===== src/rtl/pmc_regs.vh =====
// Register offsets, field positions, reset values and timing constants
`ifndef PMC_REGS_VH
`define PMC_REGS_VH

// ****************************************
// Register command codes
// ****************************************
`define PMC_ADDR_MODE 8'h12
`define PMC_ADDR_DISC 8'h13
`define PMC_ADDR_DETCL 8'h14
`define PMC_ADDR_TIMING 8'h16
`define PMC_ADDR_GMASK 8'h17
`define PMC_ADDR_RETRIG 8'h18

// ****************************************
// Field positions, codes, reset and read values
// ****************************************
`define PMC_MODE_OFF 2'h0
`define PMC_MODE_MANUAL 2'h1
`define PMC_MODE_SEMI 2'h2
`define PMC_MODE_AUTO 2'h3
`define PMC_DISCONNECT_DELAY_SEL_LSB 0
`define PMC_OVERCURRENT_FAULT_TIME_SEL_LSB 2
`define PMC_INRUSH_FAULT_TIME_SEL_LSB 4
`define PMC_GMASK_IRQ_BIT 7
`define PMC_GMASK_OSC_BIT 0
`define PMC_TIMING_RESET 8'h00
`define PMC_GMASK_RESET 8'h81
`define PMC_RETRIG_READ 8'h00

// ****************************************
// Timing in milliseconds, clock rate, hold percentage and decrement divider
// ****************************************
`define PMC_CLK_HZ 25000000
`define PMC_T30_MS 10'h01e
`define PMC_T60_MS 10'h03c
`define PMC_T90_MS 10'h05a
`define PMC_T120_MS 10'h078
`define PMC_T180_MS 10'h0b4
`define PMC_T240_MS 10'h0f0
`define PMC_T360_MS 10'h168
`define PMC_T720_MS 10'h2d0
`define PMC_TMPDO_MS 300
`define PMC_HOLD_PCT 17
`define PMC_DEC_DIV 16

`endif


===== src/rtl/pmc_port_mode_config.v =====
// Per-port mode, disconnect and fault timing configuration bank
`timescale 1ns/10ps
`include "pmc_regs.vh"

// Operation
// - Two-bit mode per port: off/manual/semi/auto
// - Mode steers detect, classify and power-on automation
// - Mode, enables, AC disconnect reset to strap
// - AC high impedance runs timer, timeout disconnects
// - AC low impedance restarts timer from zero
// - DC low current runs timer, timeout disconnects
// - DC timer clears after current sustained for 17% of TMPDO
// - Manual enable runs one cycle, self-clears
// - Timing selections shared by all ports
// - Start window select: 60/30/120/240 ms
// - Overcurrent counter counts up, timeout powers off
// - Counter drains while off; turn-on refused
// - Below cut, decrement at 1/16 rate
// - Overcurrent timeout select: 60/30/120/240 ms
// - Disconnect delay: 360/90/180/720 ms when enabled
// - Global gate blocks interrupt output only
// - Oscillator mask blocks failure flag set
// - Restart write one triggers, zero ignored
// - Restart: manual single cycle, semi/auto enable bit
// - Restart register reads zero
// - Classification may run on all ports together
// - Port off command clears detect/classify enables
module pmc_port_mode_config #(
	parameter TICK_DIV = 25000,
	parameter TMPDO_MS = `PMC_TMPDO_MS
) (
	// Clock and reset
	input wire mclk_i,
	input wire rst_i,
	// Register access port
	input wire reg_wr_i,
	input wire reg_rd_i,
	input wire [7:0] reg_addr_i,
	input wire [7:0] reg_wdata_i,
	output reg [7:0] reg_rdata_o,
	// Pins
	input wire auto_pin_i,
	// Per-port analog and state inputs
	input wire [3:0] ac_high_imp_i,
	input wire [3:0] dc_low_current_i,
	input wire [3:0] over_cut_i,
	input wire [3:0] foldback_i,
	input wire [3:0] port_on_i,
	input wire [3:0] port_off_cmd_i,
	input wire [3:0] turn_on_req_i,
	input wire [3:0] start_expired_i,
	input wire [3:0] detect_done_i,
	input wire [3:0] classify_done_i,
	input wire osc_fail_i,
	input wire [3:0] irq_pending_i,
	// Control outputs
	output reg [7:0] port_mode_o,
	output reg [3:0] detect_run_o,
	output reg [3:0] classify_run_o,
	output reg [3:0] detect_single_o,
	output reg [3:0] classify_single_o,
	output reg [3:0] power_auto_o,
	output reg [3:0] turn_on_grant_o,
	output reg [3:0] disconnect_off_o,
	output reg [3:0] port_disconnect_fault_flag_o,
	output reg [3:0] overcurrent_off_o,
	output reg [1:0] inrush_fault_time_sel_o,
	output reg oscillator_failure_flag_o,
	output reg irq_o
);

	localparam MS_CYC = `PMC_CLK_HZ / 1000;
	localparam HOLD_CYC = (TMPDO_MS * `PMC_HOLD_PCT * MS_CYC) / 100;

	// ****************************************
	// Timing decode, in millisecond ticks
	// ****************************************
	function [9:0] sel_ms;
		input [1:0] sel;
		input is_dis;
		begin
			case (sel)
			2'h0: sel_ms = is_dis ? `PMC_T360_MS : `PMC_T60_MS;
			2'h1: sel_ms = is_dis ? `PMC_T90_MS : `PMC_T30_MS;
			2'h2: sel_ms = is_dis ? `PMC_T180_MS : `PMC_T120_MS;
			default: sel_ms = is_dis ? `PMC_T720_MS : `PMC_T240_MS;
			endcase
		end
	endfunction

	// ****************************************
	// Strap synchroniser and register state
	// ****************************************
	reg auto_meta;
	reg auto_sync;
	reg strap_pending;
	reg [7:0] mode_reg;
	reg [7:0] disc_reg;
	reg [7:0] detcl_reg;
	reg [7:0] timing_reg;
	reg irq_gate;
	reg osc_gate;
	reg [14:0] tick_cnt;
	reg ms_tick;
	reg [3:0] dec_div;
	reg [9:0] dis_cnt [0:3];
	reg [9:0] oc_cnt [0:3];
	reg [23:0] hold_cnt [0:3];
	integer i;
	integer c;
	integer k;

	wire [1:0] disconnect_delay_sel_sel = timing_reg[`PMC_DISCONNECT_DELAY_SEL_LSB+1:`PMC_DISCONNECT_DELAY_SEL_LSB];
	wire [1:0] overcurrent_fault_time_sel_sel = timing_reg[`PMC_OVERCURRENT_FAULT_TIME_SEL_LSB+1:`PMC_OVERCURRENT_FAULT_TIME_SEL_LSB];
	wire [9:0] dis_lim = sel_ms(disconnect_delay_sel_sel, 1'b1);
	wire [9:0] oc_lim = sel_ms(overcurrent_fault_time_sel_sel, 1'b0);
	wire wr_mode = reg_wr_i && reg_addr_i == `PMC_ADDR_MODE;
	wire wr_detcl = reg_wr_i && reg_addr_i == `PMC_ADDR_DETCL;
	wire wr_retrig = reg_wr_i && reg_addr_i == `PMC_ADDR_RETRIG;

	// ****************************************
	// Next value of the enable register
	// ****************************************
	reg [7:0] next_detcl;
	reg [3:0] next_det_single;
	reg [3:0] next_cl_single;
	reg [3:0] lost;
	reg [1:0] m;
	always @* begin
		next_detcl = detcl_reg;
		next_det_single = 4'h0;
		next_cl_single = 4'h0;
		lost = disconnect_off_o | overcurrent_off_o | port_off_cmd_i;
		if (wr_detcl)
			next_detcl = reg_wdata_i;
		for (c = 0; c < 4; c = c + 1) begin
			m = mode_reg[2*c +: 2];
			if (m == `PMC_MODE_MANUAL) begin
				if (detect_done_i[c])
					next_detcl[c] = 1'b0;
				if (classify_done_i[c])
					next_detcl[c+4] = 1'b0;
			end
			if (wr_retrig && reg_wdata_i[c]) begin
				if (m == `PMC_MODE_MANUAL)
					next_det_single[c] = 1'b1;
				else if (m != `PMC_MODE_OFF)
					next_detcl[c] = 1'b1;
			end
			if (wr_retrig && reg_wdata_i[c+4]) begin
				if (m == `PMC_MODE_MANUAL)
					next_cl_single[c] = 1'b1;
				else if (m != `PMC_MODE_OFF)
					next_detcl[c+4] = 1'b1;
			end
			if (lost[c]) begin
				next_detcl[c] = 1'b0;
				next_detcl[c+4] = 1'b0;
			end
		end
	end

	// ****************************************
	// Register writes, strap capture, tick
	// ****************************************
	always @(posedge mclk_i) begin
		if (rst_i) begin
			auto_meta <= 1'b0;
			auto_sync <= 1'b0;
			strap_pending <= 1'b1;
			mode_reg <= 8'h00;
			disc_reg <= 8'h00;
			detcl_reg <= 8'h00;
			timing_reg <= `PMC_TIMING_RESET;
			irq_gate <= 1'b1;
			osc_gate <= 1'b1;
			tick_cnt <= 15'h0000;
			ms_tick <= 1'b0;
			dec_div <= 4'h0;
		end else begin
			auto_meta <= auto_pin_i;
			auto_sync <= auto_meta;
			tick_cnt <= (tick_cnt == TICK_DIV - 1) ? 15'h0000 :
				tick_cnt + 15'h0001;
			ms_tick <= (tick_cnt == TICK_DIV - 1);
			if (ms_tick)
				dec_div <= dec_div + 4'h1;
			// Strap lands once synchroniser has settled
			if (strap_pending && tick_cnt == 15'h0002) begin
				strap_pending <= 1'b0;
				mode_reg <= {8{auto_sync}};
				disc_reg <= {{4{auto_sync}}, 4'h0};
				detcl_reg <= {8{auto_sync}};
			end else begin
				if (wr_mode)
					mode_reg <= reg_wdata_i;
				if (reg_wr_i && reg_addr_i == `PMC_ADDR_DISC)
					disc_reg <= reg_wdata_i;
				detcl_reg <= next_detcl;
			end
			if (reg_wr_i && reg_addr_i == `PMC_ADDR_TIMING)
				timing_reg <= {2'h0, reg_wdata_i[5:0]};
			if (reg_wr_i && reg_addr_i == `PMC_ADDR_GMASK) begin
				irq_gate <= reg_wdata_i[`PMC_GMASK_IRQ_BIT];
				osc_gate <= reg_wdata_i[`PMC_GMASK_OSC_BIT];
			end
		end
	end

	// ****************************************
	// Per-port disconnect and overcurrent timers
	// ****************************************
	always @(posedge mclk_i) begin
		if (rst_i) begin
			for (i = 0; i < 4; i = i + 1) begin
				dis_cnt[i] <= 10'h000;
				oc_cnt[i] <= 10'h000;
				hold_cnt[i] <= 24'h000000;
			end
			disconnect_off_o <= 4'h0;
			overcurrent_off_o <= 4'h0;
			port_disconnect_fault_flag_o <= 4'h0;
			turn_on_grant_o <= 4'h0;
		end else begin
			for (i = 0; i < 4; i = i + 1) begin
				disconnect_off_o[i] <= 1'b0;
				overcurrent_off_o[i] <= 1'b0;
				// Fault flag cleared by off command; new fault wins
				if (port_off_cmd_i[i])
					port_disconnect_fault_flag_o[i] <= 1'b0;
				// Disconnect delay only with a method enabled
				if (!port_on_i[i] || !(disc_reg[i] | disc_reg[i+4])) begin
					dis_cnt[i] <= 10'h000;
					hold_cnt[i] <= 24'h000000;
				end else if (disc_reg[i+4] && ac_high_imp_i[i] == 1'b0) begin
					dis_cnt[i] <= 10'h000;
				end else if (disc_reg[i] && !dc_low_current_i[i]) begin
					// DC: needs uninterrupted current before clearing
					if (hold_cnt[i] >= HOLD_CYC - 1) begin
						dis_cnt[i] <= 10'h000;
						hold_cnt[i] <= 24'h000000;
					end else begin
						hold_cnt[i] <= hold_cnt[i] + 24'h000001;
					end
				end else begin
					hold_cnt[i] <= 24'h000000;
					if (ms_tick) begin
						if (dis_cnt[i] + 10'h001 >= dis_lim) begin
							dis_cnt[i] <= 10'h000;
							disconnect_off_o[i] <= 1'b1;
							port_disconnect_fault_flag_o[i] <= 1'b1;
						end else begin
							dis_cnt[i] <= dis_cnt[i] + 10'h001;
						end
					end
				end
				// Overcurrent counter, shared timeout select
				if (port_on_i[i] && start_expired_i[i] && over_cut_i[i]) begin
					if (ms_tick) begin
						if (oc_cnt[i] + 10'h001 >= oc_lim) begin
							oc_cnt[i] <= oc_lim;
							overcurrent_off_o[i] <= 1'b1;
						end else begin
							oc_cnt[i] <= oc_cnt[i] + 10'h001;
						end
					end
				end else if (ms_tick && dec_div == 4'hf &&
					!foldback_i[i] && oc_cnt[i] != 10'h000) begin
					oc_cnt[i] <= oc_cnt[i] - 10'h001;
				end
				turn_on_grant_o[i] <= turn_on_req_i[i] &&
					oc_cnt[i] == 10'h000 && !port_off_cmd_i[i];
			end
		end
	end

	// ****************************************
	// Mode decode, flags, interrupt, read data
	// ****************************************
	always @(posedge mclk_i) begin
		if (rst_i) begin
			port_mode_o <= 8'h00;
			detect_run_o <= 4'h0;
			classify_run_o <= 4'h0;
			detect_single_o <= 4'h0;
			classify_single_o <= 4'h0;
			power_auto_o <= 4'h0;
			inrush_fault_time_sel_o <= 2'h0;
			oscillator_failure_flag_o <= 1'b0;
			irq_o <= 1'b0;
			reg_rdata_o <= 8'h00;
		end else begin
			port_mode_o <= mode_reg;
			for (k = 0; k < 4; k = k + 1) begin
				// Off ports get no detection or class at all
				detect_run_o[k] <= mode_reg[2*k +: 2] != `PMC_MODE_OFF &&
					detcl_reg[k];
				// No port interlock: classes may overlap
				classify_run_o[k] <= mode_reg[2*k +: 2] != `PMC_MODE_OFF &&
					detcl_reg[k+4];
				power_auto_o[k] <=
					mode_reg[2*k +: 2] == `PMC_MODE_AUTO;
			end
			detect_single_o <= next_det_single;
			classify_single_o <= next_cl_single;
			inrush_fault_time_sel_o <=
				timing_reg[`PMC_INRUSH_FAULT_TIME_SEL_LSB+1:`PMC_INRUSH_FAULT_TIME_SEL_LSB];
			if (osc_fail_i && osc_gate)
				oscillator_failure_flag_o <= 1'b1;
			irq_o <= irq_gate && (|irq_pending_i);
			case (reg_addr_i)
			`PMC_ADDR_MODE: reg_rdata_o <= mode_reg;
			`PMC_ADDR_DISC: reg_rdata_o <= disc_reg;
			`PMC_ADDR_DETCL: reg_rdata_o <= detcl_reg;
			`PMC_ADDR_TIMING: reg_rdata_o <= timing_reg;
			`PMC_ADDR_GMASK:
				reg_rdata_o <= {irq_gate, 6'h00, osc_gate};
			`PMC_ADDR_RETRIG: reg_rdata_o <= `PMC_RETRIG_READ;
			default: reg_rdata_o <= 8'h00;
			endcase
		end
	end

endmodule


===== config.mk =====
export PLATFORM = sky130hd
export DESIGN_NAME = pmc_port_mode_config
export DESIGN_NICKNAME = d
export VERILOG_FILES = /design/src/rtl/pmc_port_mode_config.v
export VERILOG_INCLUDE_DIRS = /design/src /design/src/rtl
export SDC_FILE = /design/constraint.sdc
export NUM_CORES = 1
export LEC_CHECK = 0
export ABC_CLOCK_PERIOD_IN_PS = 3500
export BUFFER_PORTS_ARGS = -buffer_cell sky130_fd_sc_hd__buf_2
export CORE_ASPECT_RATIO = 2
export CORE_UTILIZATION = 61
export DETAILED_ROUTE_END_ITERATION = 8
export PLACE_DENSITY = 0.82
export SLEW_MARGIN = 20
export SYNTH_ARGS = -nofsm -noshare
export SYNTH_HDL_FRONTEND = slang
export SYNTH_SLANG_ARGS = --single-unit

===== constraint.sdc =====
create_clock -name mclk_i -period 3.5 [get_ports mclk_i]
set_input_delay 0.175 -clock mclk_i [delete_from_list [all_inputs] [get_ports mclk_i]]
set_output_delay 0.175 -clock mclk_i [all_outputs]
set_load 0.02 [all_outputs]

=== Yosys cells after proc, flatten, opt, wreduce, memory -nomap -nowiden ===
Memories as Yosys holds them, arrays and structs flattened.
Index checks and enable logic that the tools add are counted.

* Order comparisons: 12
* Reduce and logical (&&, ||, !) cells: 109
* Muxes and demuxes: 343
* Equal/unequal tests: 21
* $add $sub $neg: 18
* Bitwise gates (word level): 66

{| class="wikitable"
|+ Operators with widths
! kind !! count
|-
| $mux 24 || 16
|-
| $mux 10 || 32
|-
| $mux 1 || 286
|-
| $add 24x1->24 const B || 4
|-
| $ge 24x21->1 const B || 4
|-
| $add 10x1->10 const B || 8
|-
| $ge 10x10->1 || 8
|-
| $logic_and 1x1->1 || 58
|-
| $or 1x1->1 || 52
|-
| $eq 8x5->1 const B || 6
|-
| $mux 8 || 6
|-
| $logic_not 10->1 || 4
|-
| $pmux 8 s5 || 1
|-
| $reduce_bool 10->1 || 4
|-
| $sub 10x1->10 const B || 4
|-
| $pmux 10 s3 || 1
|-
| $pmux 8 s3 || 1
|-
| $logic_not 1->1 || 20
|-
| $reduce_or 2->1 || 10
|-
| $add 15x1->15 const B || 1
|-
| $eq 15x15->1 const B || 1
|-
| $eq 15x2->1 const B || 1
|-
| $eq 2x1->1 const B || 6
|-
| $eq 2x2->1 const B || 6
|-
| other kinds (8) || 29
|}

* Word-level logic and storage cells: 605
* Input bits: 66
* Flip-flop bits (word level): 111
* Memories: 3
* Bits in writable memories: 176
* Output and inout bits: 56

{| class="wikitable"
|+ Memories
! memory !! depth !! bits a word !! rd ports !! clocked after memory_dff !! wr ports !! line !! text
|-
| hold_cnt || 4 || 24 || 4 || 0 || 4 || pmc_port_mode_config.v:108 || <nowiki>reg [23:0] hold_cnt [0:3];</nowiki>
|-
| dis_cnt || 4 || 10 || 4 || 0 || 4 || pmc_port_mode_config.v:106 || <nowiki>reg [9:0] dis_cnt [0:3];</nowiki>
|-
| oc_cnt || 4 || 10 || 4 || 0 || 4 || pmc_port_mode_config.v:107 || <nowiki>reg [9:0] oc_cnt [0:3];</nowiki>
|}

=== Longest topological paths before layout ===
Gate-level depths: netlist (run 1).

* Depth after elaboration: 12
* Mapped depth: 12
* Gate-level depth less buffers: 11

=== Worst setup path after synthesis (run 1) ===
Ideal clock, no wire load.

* Path type: register to register
* From: reg timing_reg[3]
* To: mem oc_cnt[1][2], data pin
* Path buffers: 1
* Setup time: 0.265 ns
* Cell stages (with the launch flop): 12
* Data arrival time: 2.718 ns
* Required time: 3.235 ns
* Setup slack: 0.517 ns
* Clock period less this slack: 2.983 ns
* Cell sequence: dfxtp_1 clkbuf_1 inv_1 nand2_1 inv_1 ha_1 a21boi_0 o22ai_1 a221o_1 a221oi_4 mux2i_1 o22ai_2

{| class="wikitable"
|+ RTL lines
! what !! line !! text
|-
| start: declaration || pmc_port_mode_config.v:100 || <nowiki>reg [7:0] timing_reg;</nowiki>
|-
| start signal: assignment || pmc_port_mode_config.v:174 || <nowiki>timing_reg <= `PMC_TIMING_RESET;</nowiki>
|-
| start signal: assignment || pmc_port_mode_config.v:202 || <nowiki>timing_reg <= {2'h0, reg_wdata_i[5:0]};</nowiki>
|-
| end: declaration || pmc_port_mode_config.v:107 ||
|}

==> impl_metrics.json, run 1 <==
{
  "path_clk_slew_ns": 0.07,
  "worstSkewPairLatency_ns": 0.56,
  "drc": 0,
  "rsz0062_at_grt": "false",
  "report.final.setup_viol": 0,
  "die_x_um": 116,
  "wirelength_mm": 40.5,
  "hpwl_mm": 29.5,
  "postSynthAreaPerCell_sq_um": 9.99,
  "drive_gt1_frac": 0.127,
  "clockRootBuffer": "clkbuf_16",
  "overflow": 0,
  "gr-usage-met1": 0.312,
  "met3_usage": 0.0474,
  "ys_types": 76,
  "status": "finished, final reports clean",
  "tightestPinTransition_ns": 1.05,
  "die_y_um": 229,
  "first_pass_iters": 5,
  "gp_congestion": 0.931,
  "sw_frac_of_total": 0.233,
  "hold_viol": 0,
  "worstSetupPathType": "register to register",
  "synth-async-reset-ratio": 0,
  "cts.sinks": 287,
  "crit_path_max_fanout": 10,
  "initial_core_util": 0.618,
  "gr-usage-all-layers": 0.312,
  "largest_register_ffs": 96,
  "hold_start": "port_off_cmd_i[3]",
  "layout_worst_path_cycle_share": 0.902,
  "synthCells": 1580,
  "synth.cell_area_sq_um": 15800,
  "grt_pass1_wl_mm": 64.8,
  "p_leak_nw": 7.28,
  "routedWlPerCell_um": 19.3,
  "sequentialPowerShare": 0.525,
  "vias_per_cell": 6.04,
  "met2_usage": 0.577,
  "cts_tree": "done",
  "clockBufferDepth": 3,
  "cp.required_ns": 3.81,
  "top_regs": "hold_cnt: 96 flops, dis_cnt: 40 flops, oc_cnt: 40 flops",
  "ctsHtreeMaxLevel": 1,
  "slew_viol_final": 0,
  "antenna_found_initial": 4,
  "die_area_sq_um": 26600,
  "top_register": "hold_cnt",
  "vdd_ir_drop_max_mv": 0.369,
  "post-route-min-period_ns": 3.16,
  "ant_nets": 0,
  "combPwrFrac": 0.061,
  "grt_busiest_layer": "met2",
  "p_int_w": 0.00545,
  "powerDensity_nw_per_um2": 394,
  "r2r-end": "oc_cnt[1][2]",
  "fin_skew_ns": 0.00933,
  "crit_path_end_kind": "register",
  "hold_depth": 4,
  "worstRegToRegCells": 12,
  "fp-row-count": 83,
  "relSlewSlack": 0.295,
  "finalSetupTns_ns": 0,
  "num-nets-final": 1887,
  "nFillCells": 1958,
  "port_buffers": 120,
  "numCtsBuffers": 26,
  "critPathLaunchType": "register",
  "ys.warnings.count": 0,
  "holdPathEnd": "detcl_reg[3]",
  "ios": 122,
  "drv_cap": 0,
  "hold_path.class": "input pin to register",
  "grt_pass1_vias": 13000,
  "grt_max_degree": 54,
  "clkPwrFrac": 0.414,
  "yosysSeqAreaShare": 0.476,
  "via_count": 12700,
  "reg2reg_setup_slack_ns": 0.34,
  "r2r_start": "oc_cnt[1][1]",
  "max_freq_mhz": 317,
  "core_sq_um": 25500,
  "p_sw_w": 0.00165,
  "post_cts_resized": 0,
  "synth_edf_count": 176,
  "ys_ff_latch": 287,
  "crit_arrival_ns": 3.46,
  "synthFlopType": "edfxtp_1",
  "area_delta_synth_final_pct": 14.3,
  "first_iter_violations": 733,
  "fin_hold_ws_ns": 0.0173
}
==> synth_stat cells, drive strengths merged (4+ instances only) <==
cell type  count  share of area
nor3          44          0.015
and4          11         0.0063
a311oi        14         0.0082
ha            79          0.063
nand2        119          0.028
nor2b         42          0.017
a21boi        10         0.0048
nor2         188          0.045
mux2i         33          0.021
buf           21         0.0072
edfxtp       176           0.33
a211o          6         0.0033
a21oi         60          0.019
a22oi          7         0.0033
nand2b         4         0.0016
a31oi          8         0.0032
dfxtp        111           0.14
nor4          16         0.0063
a21o          21          0.010
a222oi         6         0.0038
o22ai         28          0.011
xnor2         85          0.047
a22o           4         0.0022
or3           11         0.0044
nor3b         30          0.015
clkbuf        42          0.010
o211ai         7         0.0045
nand3         83          0.027
xor2          87          0.048
nand4         32          0.013
and3          42          0.017
inv           52          0.012
and2          15         0.0059
or4           11         0.0052
o21ai         38          0.012
==> worst max-delay path by stage <==
stage / from / to / slack (ns) / cells after the start
2_1_floorplan: timing_reg[3] / oc_cnt[1][2] / 0.52 / 11
3_3_place_gp: oc_cnt[1][1] / oc_cnt[1][2] / 0.20 / 11
3_5_place_dp: oc_cnt[1][1] / oc_cnt[1][2] / 0.16 / 11
4_1_cts: oc_cnt[1][1] / oc_cnt[1][2] / 0.16 / 11
5_1_grt: oc_cnt[1][1] / oc_cnt[1][7] / 0.12 / 12
6_report: oc_cnt[1][1] / oc_cnt[1][2] / 0.34 / 12
==> per-layer routing <==
layer / up-vias / part of all wire
met4: 6 / 0.072
met2: 437 / 0.54
met1: 6066 / 0.34
met5: - / 0.00091
li1: 6020 / -
met3: 168 / 0.051
==> timing repair <==
item / 4_1_cts / 5_1_grt
endpoints found under the setup margin: 0 / 3
hold buffers: 28 / 0
buffers inserted: 0 / 1
hold endpoints to repair: 41 / 0
==> cell type report <==
class                   count  area, sq um  area share
well taps                 340          425      0.0236
inverters                  52          195      0.0108
flip-flops and latches    287         7510       0.416
repair buffers            186         1180      0.0653
clock buffers              37          734      0.0407
diodes                      1         2.50    0.000139
multi-input cells        1189         7870       0.436
clock inverters            11          129     0.00714
==> per-stage QoR <==
step | total power [W] | setup slack (ns) | util | cells | cell area, sq um
4_1_cts | 0.00713 | 0.155 | 0.705 | 2101 | 18000
3_3_place_gp | 0.00418 | 0.204 | 0.660 | 2025 | 16900
2_1_floorplan | 0.00404 | 0.517 | - | 1591 | 15800
5_1_grt | 0.00730 | 0.119 | 0.706 | 2103 | 18000
3_5_place_dp | 0.00420 | 0.160 | 0.660 | 2025 | 16900
6_report | 0.00710 | 0.344 | 0.706 | 2103 | 18000
==> power by group through the flow <==
| stage | sequential, W | clock [W] | combinational (W) |
|---|---|---|---|
| 2_1_floorplan | 0.00377 | 0 | 0.000270 |
| 3_3_place_gp | 0.00380 | 0 | 0.000385 |
| 3_5_place_dp | 0.00380 | 0 | 0.000395 |
| 4_1_cts | 0.00373 | 0.00298 | 0.000420 |
| 5_1_grt | 0.00374 | 0.00308 | 0.000471 |
| 6_report | 0.00373 | 0.00294 | 0.000431 |
==> critical path: stages (launching register included) <==
cell,delay [ns]
edfxtp_1,0.43
ha_1,0.27
nand3_4,0.13
nor2_1,0.15
xor2_1,0.22
ha_1,0.30
nand4_1,0.11
o22ai_1,0.08
a221o_1,0.39
a221oi_4,0.33
buf_12,0.18
mux2i_1,0.21
o22ai_2,0.09
==> cells by family (layout without fill, tap and decap cells) <==
kind of cell | count (synthesis) | after routing | share of synthesized area
DFF | 287 | 287 | 0.476
adders and majority gates | 79 | 79 | 0.0626
xor gates and xnor gates | 172 | 172 | 0.0954
and+or+nand+nor | 664 | 664 | 0.216
other | 1 | 13 | 0.000238
AOI/OAI and AO/OA | 226 | 226 | 0.0975
muxes | 36 | 36 | 0.0231
buffers and inverters | 115 | 286 | 0.0297
==> cell usage in the layout (no fill, tap or decap), drive strengths merged, types with 4 or more instances in the layout <==
cell type and n:
xor2 87, clkinv 6, dfxtp 111, nand2b 4, and3 42, inv 53
or4 11, nor2 188, nand4 32, edfxtp 176, buf 158, a311oi 14
xnor2 85, ha 79, a222oi 6, a211o 6, and4 11, a31oi 8
a21o 21, nor2b 42, nor3 44, clkbuf 37, a21oi 60, nand2 119
dlygate4sd3 28, nor4 16, o21ai 38, o22ai 28, conb 12, or3 11
mux2i 33, o211ai 7, nand3 83, a22oi 7, a21boi 10, nor3b 30
and2 15, a22o 4
(Power assumes the default switching activity.)
==> run 2, diff against run 1 <==
--- a/config.mk
+++ b/config.mk
@@ -6,6 +6,7 @@
 export SDC_FILE = /design/constraint.sdc
 export NUM_CORES = 1
 export LEC_CHECK = 0
+export ABC_AREA = 1
 export ABC_CLOCK_PERIOD_IN_PS = 3500
 export BUFFER_PORTS_ARGS = -buffer_cell sky130_fd_sc_hd__buf_2
 export CORE_ASPECT_RATIO = 2
==> impl_metrics.json, run 2 <==
{
  "clkPwrFrac": 0.402,
  "dp.cells": 2524,
  "synthFlopType": "edfxtp_1",
  "finalSetupTns_ns": 0,
  "clockBufferDepth": 3,
  "max_freq_mhz": 343,
  "vias_per_cell": 5.66,
  "clockRootBuffer": "clkbuf_16",
  "via_count": 14700,
  "antenna_found_initial": 1,
  "crit_path_max_fanout": 8,
  "sw_frac_of_total": 0.245,
  "die_area_sq_um": 28500,
  "critPathLaunchType": "register",
  "placed_cell_area_sq_um": 18000,
  "fp-row-count": 86,
  "tightestPinTransition_ns": 0.938,
  "post_cts_resized": 0,
  "postSynthAreaPerCell_sq_um": 8.22,
  "yosysSeqAreaShare": 0.443,
  "ios": 122,
  "wirelength_mm": 43.0,
  "first_pass_iters": 6,
  "num-nets-final": 2374,
  "area_delta_synth_final_pct": 12.7,
  "yosysTopAreaCell": "edfxtp_1",
  "cts.sinks": 287,
  "slew_viol_final": 0,
  "grt_max_degree": 39,
  "vdd_ir_drop_max_mv": 0.403,
  "final_common_cell": "nand2_1",
  "crit_path_end_kind": "register",
  "path_clk_slew_ns": 0.07,
  "grt_pass1_vias": 14900,
  "status": "finished, final reports clean",
  "core_sq_um": 27400,
  "p_leak_nw": 8.13,
  "cts_tree": "done",
  "hold_viol": 0,
  "hold_path.class": "input pin to register",
  "synth_top_area_frac": 0.312,
  "initial_core_util": 0.617,
  "fin_area_sq_um": 19100,
  "top_regs": "hold_cnt: 96 flops, dis_cnt: 40 flops, oc_cnt: 40 flops",
  "fin_skew_ns": 0.0303,
  "yosysMostFrequentCell": "nand2_1",
  "port_buffers": 120,
  "grt_pass1_wl_mm": 69.5,
  "path_cells": "nand2_1, nor2_4, nand4_1, xor2_1, inv_1, ha_1, a31o_2, nor2_2, nand3_1, nor2_2, nand2_2, nand2_1, nand3_1, nand3_1, inv_1",
  "die_y_um": 238,
  "relSlewSlack": 0.373,
  "drc": 0,
  "layout_common_cells": "nand2_1, inv_1, nor2_1, edfxtp_1, nand3_1",
  "ant_nets": 0,
  "drive_gt1_frac": 0.135,
  "routedWlPerCell_um": 16.5,
  "post-route-min-period_ns": 2.92,
  "cp_slowest_cell": "edfxtp_1",
  "worst-path-buf-inv": 2,
  "yosys-top-cells-count": "nand2_1, inv_1, nor2_1",
  "crit_arrival_ns": 3.22,
  "ys_ff_latch": 287,
  "synthCells": 2062,
  "fin_cells": 2602,
  "cp.required_ns": 3.81,
  "p_sw_w": 0.00172,
  "crit_family": "simple AND/OR/NAND/NOR gates",
  "top_register": "hold_cnt",
  "synth_edf_count": 176,
  "worstSkewPairLatency_ns": 0.57,
  "p_int_w": 0.00530,
  "numCtsBuffers": 26,
  "final_util": 0.696,
  "overflow": 0,
  "largest_register_ffs": 96,
  "ys.warnings.count": 0,
  "die_x_um": 120,
  "worstSetupPathType": "register to register",
  "report.final.setup_viol": 0,
  "rsz0062_at_grt": "false",
  "synthTopCellsByArea": "edfxtp_1, dfxtp_1, nand2_1, inv_1, ha_1",
  "gr-usage-all-layers": 0.306,
  "ctsHtreeMaxLevel": 1,
  "first_iter_violations": 925,
  "cp_common_cell": "nand3_1",
  "slowest_delay_ns": 0.53,
  "synth.cell_area_sq_um": 16900,
  "drv_cap": 0,
  "r2r_start": "oc_cnt[1][2]",
  "hpwl_mm": 32.8,
  "hold_start": "classify_done_i[0]",
  "startpoint": "oc_cnt[1][2]",
  "sequentialPowerShare": 0.530,
  "powerDensity_nw_per_um2": 368,
  "synth-async-reset-ratio": 0,
  "combPwrFrac": 0.069,
  "layout_worst_path_cycle_share": 0.833,
  "ys_types": 57,
  "gp_congestion": 0.953
}
[run 2: changes by cell type after synthesis, moves of 20 or more]
cell      change
a21oi_1      +48
inv_1       +249
nor2_1       +28
and3_1       -36
nor2b_1      -42
o22ai_1      -20
nand3_1      +43
nor2_2       +23
mux2i_1      -33
nand2_1     +221
o21ai_0      +40
nor3_1       +75
xnor2_1      -67
clkbuf_1     -20
[run 2: worst paths after layout]
| path | to | slack, ns | cells past startpoint |
|---|---|---|---|
| worst max-delay path | oc_cnt[1][1] | 0.58 | 15 |
| worst min-delay path | detcl_reg[4] | 0.03 | 6 |
| worst max register to register | oc_cnt[1][1] | 0.58 | 15 |
| worst min register to register | auto_sync | 0.41 | 2 |
[run 2: cell type report]
class                           instances  area [sq um]
Fill cell                            2234          8350
Timing Repair Buffer                  170          1050
Clock buffer                           34           731
Antenna cell                            1          2.50
Tap cell                              352           440
Multi-Input combinational cell       1420          8040
Sequential cell                       287          7510
Inverter                              324          1220
Clock inverter                         14           100
[run 2: per-stage QoR]
step           hold slack [ns]  power [W]  setup slack, ns
2_1_floorplan            0.282    0.00407            0.864
3_3_place_gp             0.381    0.00422            0.635
3_5_place_dp             0.381    0.00424            0.584
4_1_cts                0.00146    0.00705            0.579
5_1_grt                 0.0316    0.00724            0.366
6_report                0.0256    0.00702            0.583
[run 2: power groups by stage]
stage	registers (W)	clock network, W	logic (W)
3_5_place_dp	0.00379	0	0.000450
3_3_place_gp	0.00379	0	0.000437
4_1_cts	0.00372	0.00286	0.000476
2_1_floorplan	0.00378	0	0.000298
6_report	0.00372	0.00282	0.000483
5_1_grt	0.00373	0.00298	0.000534
[run 2: timing repair]
item / CTS / global route
hold buffers: 29 / 0
endpoints found under the hold margin: 42 / 0
buffers inserted: 0 / 0
[run 2: cell families after synthesis]
| logic type | share of synthesized area |
|---|---|
| compound gates | 0.0870 |
| xor+xnor | 0.0527 |
| fa+ha+maj | 0.0583 |
| buf+inv | 0.0849 |
| flops | 0.443 |
| mux | 0.000665 |
| other cells | 0.000221 |
| simple gates | 0.273 |
[run 2: worst register-to-register path, stage by stage, from the launching register on]
cell and delay (ns):
edfxtp_1 0.53, nand2_1 0.17, nor2_4 0.18, nand4_1 0.11
xor2_1 0.19, inv_1 0.06, ha_1 0.32, a31o_2 0.26
nor2_2 0.18, nand3_1 0.11, nor2_2 0.16, nand2_2 0.10
nand2_1 0.10, nand3_1 0.06, nand3_1 0.08, inv_1 0.05
[run 2: per-layer routing]
layer / vias up / GRT usage / share of wire / wire length (um)
li1: 7204 / - / - / -
met1: 6856 / 0.305 / 0.35 / 15000
met2: 486 / 0.590 / 0.55 / 23500
met3: 172 / 0.0362 / 0.043 / 1860
met4: 0 / 0.186 / 0.060 / 2600
met5: - / 0 / 0 / 0
==> run 3, diff against run 2 <==
--- a/config.mk
+++ b/config.mk
@@ -7,7 +7,7 @@
 export NUM_CORES = 1
 export LEC_CHECK = 0
 export ABC_AREA = 1
-export ABC_CLOCK_PERIOD_IN_PS = 3500
+export ABC_CLOCK_PERIOD_IN_PS = 2900
 export BUFFER_PORTS_ARGS = -buffer_cell sky130_fd_sc_hd__buf_2
 export CORE_ASPECT_RATIO = 2
 export CORE_UTILIZATION = 61
==> constraint.sdc (replaced) <==
create_clock -name mclk_i -period 2.9 [get_ports mclk_i]
set_input_delay 0.145 -clock mclk_i [delete_from_list [all_inputs] [get_ports mclk_i]]
set_output_delay 0.145 -clock mclk_i [all_outputs]
set_load 0.02 [all_outputs]
==> impl_metrics.json, run 3 (synthesis gave the netlist of run 2 again) <==
{
  "grt_busiest_layer": "met2",
  "crit_path_end_kind": "register",
  "total_power_w": 0.00888,
  "worstRegToRegCells": 16,
  "powerDensity_nw_per_um2": 454,
  "multiInputGateArea_sq_um": 8180,
  "seq_area_sq_um": 7510,
  "clockRootBuffer": "clkbuf_16",
  "path_clk_slew_ns": 0.07,
  "fin_cells": 2634,
  "met2_usage": 0.601,
  "p_leak_nw": 8.37,
  "gr-usage-all-layers": 0.316,
  "die_x_um": 120,
  "hpwl_mm": 33.5,
  "grt_pass1_vias": 15300,
  "die_area_sq_um": 28500,
  "core_sq_um": 27400,
  "final_common_cell": "nand2_1",
  "numCtsBuffers": 26,
  "via_count": 15200,
  "reg2reg_setup_slack_ns": 0.12,
  "cts.sinks": 287,
  "r2r-end": "oc_cnt[0][3]",
  "startpoint": "oc_cnt[0][1]",
  "worstSetupPathType": "register to register",
  "placed_cell_area_sq_um": 18100,
  "routedWlPerCell_um": 17.0,
  "layout_worst_path_cycle_share": 0.959,
  "post-route-min-period_ns": 2.78,
  "worstSkewPairLatency_ns": 0.57,
  "report.final.setup_viol": 0,
  "die_y_um": 238,
  "initial_core_util": 0.617,
  "relSlewSlack": 0.319,
  "ctsHtreeMaxLevel": 1,
  "layout_common_cells": "nand2_1, inv_1, nor2_1, edfxtp_1, nand3_1",
  "tightestPinTransition_ns": 1.02,
  "r2r_start": "oc_cnt[0][1]",
  "top_regs": "hold_cnt: 96 flops, dis_cnt: 40 flops, oc_cnt: 40 flops",
  "ios": 122,
  "grt_max_degree": 41,
  "slew_viol_final": 0,
  "status": "finished, final reports clean",
  "cp.required_ns": 3.22,
  "vias_per_cell": 5.76,
  "fin_area_sq_um": 19600,
  "port_buffers": 120,
  "vdd_ir_drop_max_mv": 0.487,
  "dp.cells": 2538,
  "overflow": 0,
  "drc": 0,
  "largest_register_ffs": 96,
  "finalSetupTns_ns": 0,
  "first_iter_violations": 1355,
  "clockBufferDepth": 3,
  "critPathLaunchType": "register",
  "drive_gt1_frac": 0.156,
  "wirelength_mm": 44.7,
  "cts_tree": "done",
  "num-nets-final": 2407,
  "fp-row-count": 86,
  "gp_congestion": 0.956,
  "met3_usage": 0.0348,
  "final_util": 0.714,
  "hold_viol": 0,
  "crit_path_end": "oc_cnt[0][3]",
  "grt_pass1_wl_mm": 71.5,
  "nFillCells": 2092,
  "area_delta_synth_final_pct": 15.6,
  "crit_arrival_ns": 3.11,
  "antennaDiodeCount": 0,
  "top_register": "hold_cnt",
  "drv_cap": 0,
  "crit_path_max_fanout": 8,
  "first_pass_iters": 8,
  "ant_nets": 0,
  "antenna_found_initial": 0,
  "max_freq_mhz": 359,
  "hold_path.class": "input pin to register",
  "fin_skew_ns": 0.0188,
  "gr-usage-met1": 0.319
}
[run 3: final cells by class]
type / count / area share
Clock buffer: 35 / 0.0392
Clock inverter: 13 / 0.00843
Inverter: 324 / 0.0622
Multi-Input combinational cell: 1420 / 0.418
Sequential cell: 287 / 0.383
Tap cell: 352 / 0.0225
Timing Repair Buffer: 203 / 0.0666
[run 3: critical path, stage by stage, from the launching register on]
cell and delay (ns):
edfxtp_1 0.45, buf_4 0.17, ha_1 0.22, nand4_1 0.16, inv_1 0.08, nand2_1 0.10, xor2_2 0.19, inv_1 0.07
ha_1 0.21, a21oi_2 0.15, nand3_2 0.10, nor2_4 0.16, nand3_4 0.13, nand2_2 0.09, nand2_1 0.07, o21bai_1 0.13
inv_1 0.05
[run 3: worst min-delay path by stage]
stage | endpoint | cells past startpoint | start | slack [ns]
after floorplan | auto_meta | 2 | auto_pin_i | 0.25
after global placement | auto_meta | 3 | auto_pin_i | 0.35
after detailed placement | auto_meta | 3 | auto_pin_i | 0.35
after CTS | detcl_reg[4] | 6 | classify_done_i[0] | 0.02
after global routing | turn_on_grant_o[1] | 3 | turn_on_req_i[1] | 0.06
final | detcl_reg[4] | 6 | classify_done_i[0] | 0.04
[run 3: timing repair]
action | 4_1_cts | 5_1_grt
hold buffers | 32 | 0
setup buffers | 0 | 16
gates resized for setup | 0 | 26
hold endpoints to repair | 48 | 0
endpoints found under the setup margin | 0 | 20
[run 3: through the flow]
step                hold WS [ns]  setup slack [ns]
floorplan                  0.252             0.264
global placement           0.351             0.146
detailed placement         0.351            0.0816
CTS                       0.0210            0.0694
global route              0.0586           -0.0789
finish                    0.0370             0.118
[run 3: where the power goes]
group	total, W	internal (W)	switching (W)
registers	0.00448	0.00440	0.0000876
clock network	0.00377	0.00214	0.00162
logic	0.000630	0.000223	0.000408
total	0.00888	0.00676	0.00212
[run 3: metal layers]
layer  vias to the layer above  routed length, um
met1                      7100              15400
met5                         -                  0
li1                       7271                  -
met2                       599              24100
met4                         0               2910
met3                       193               2260
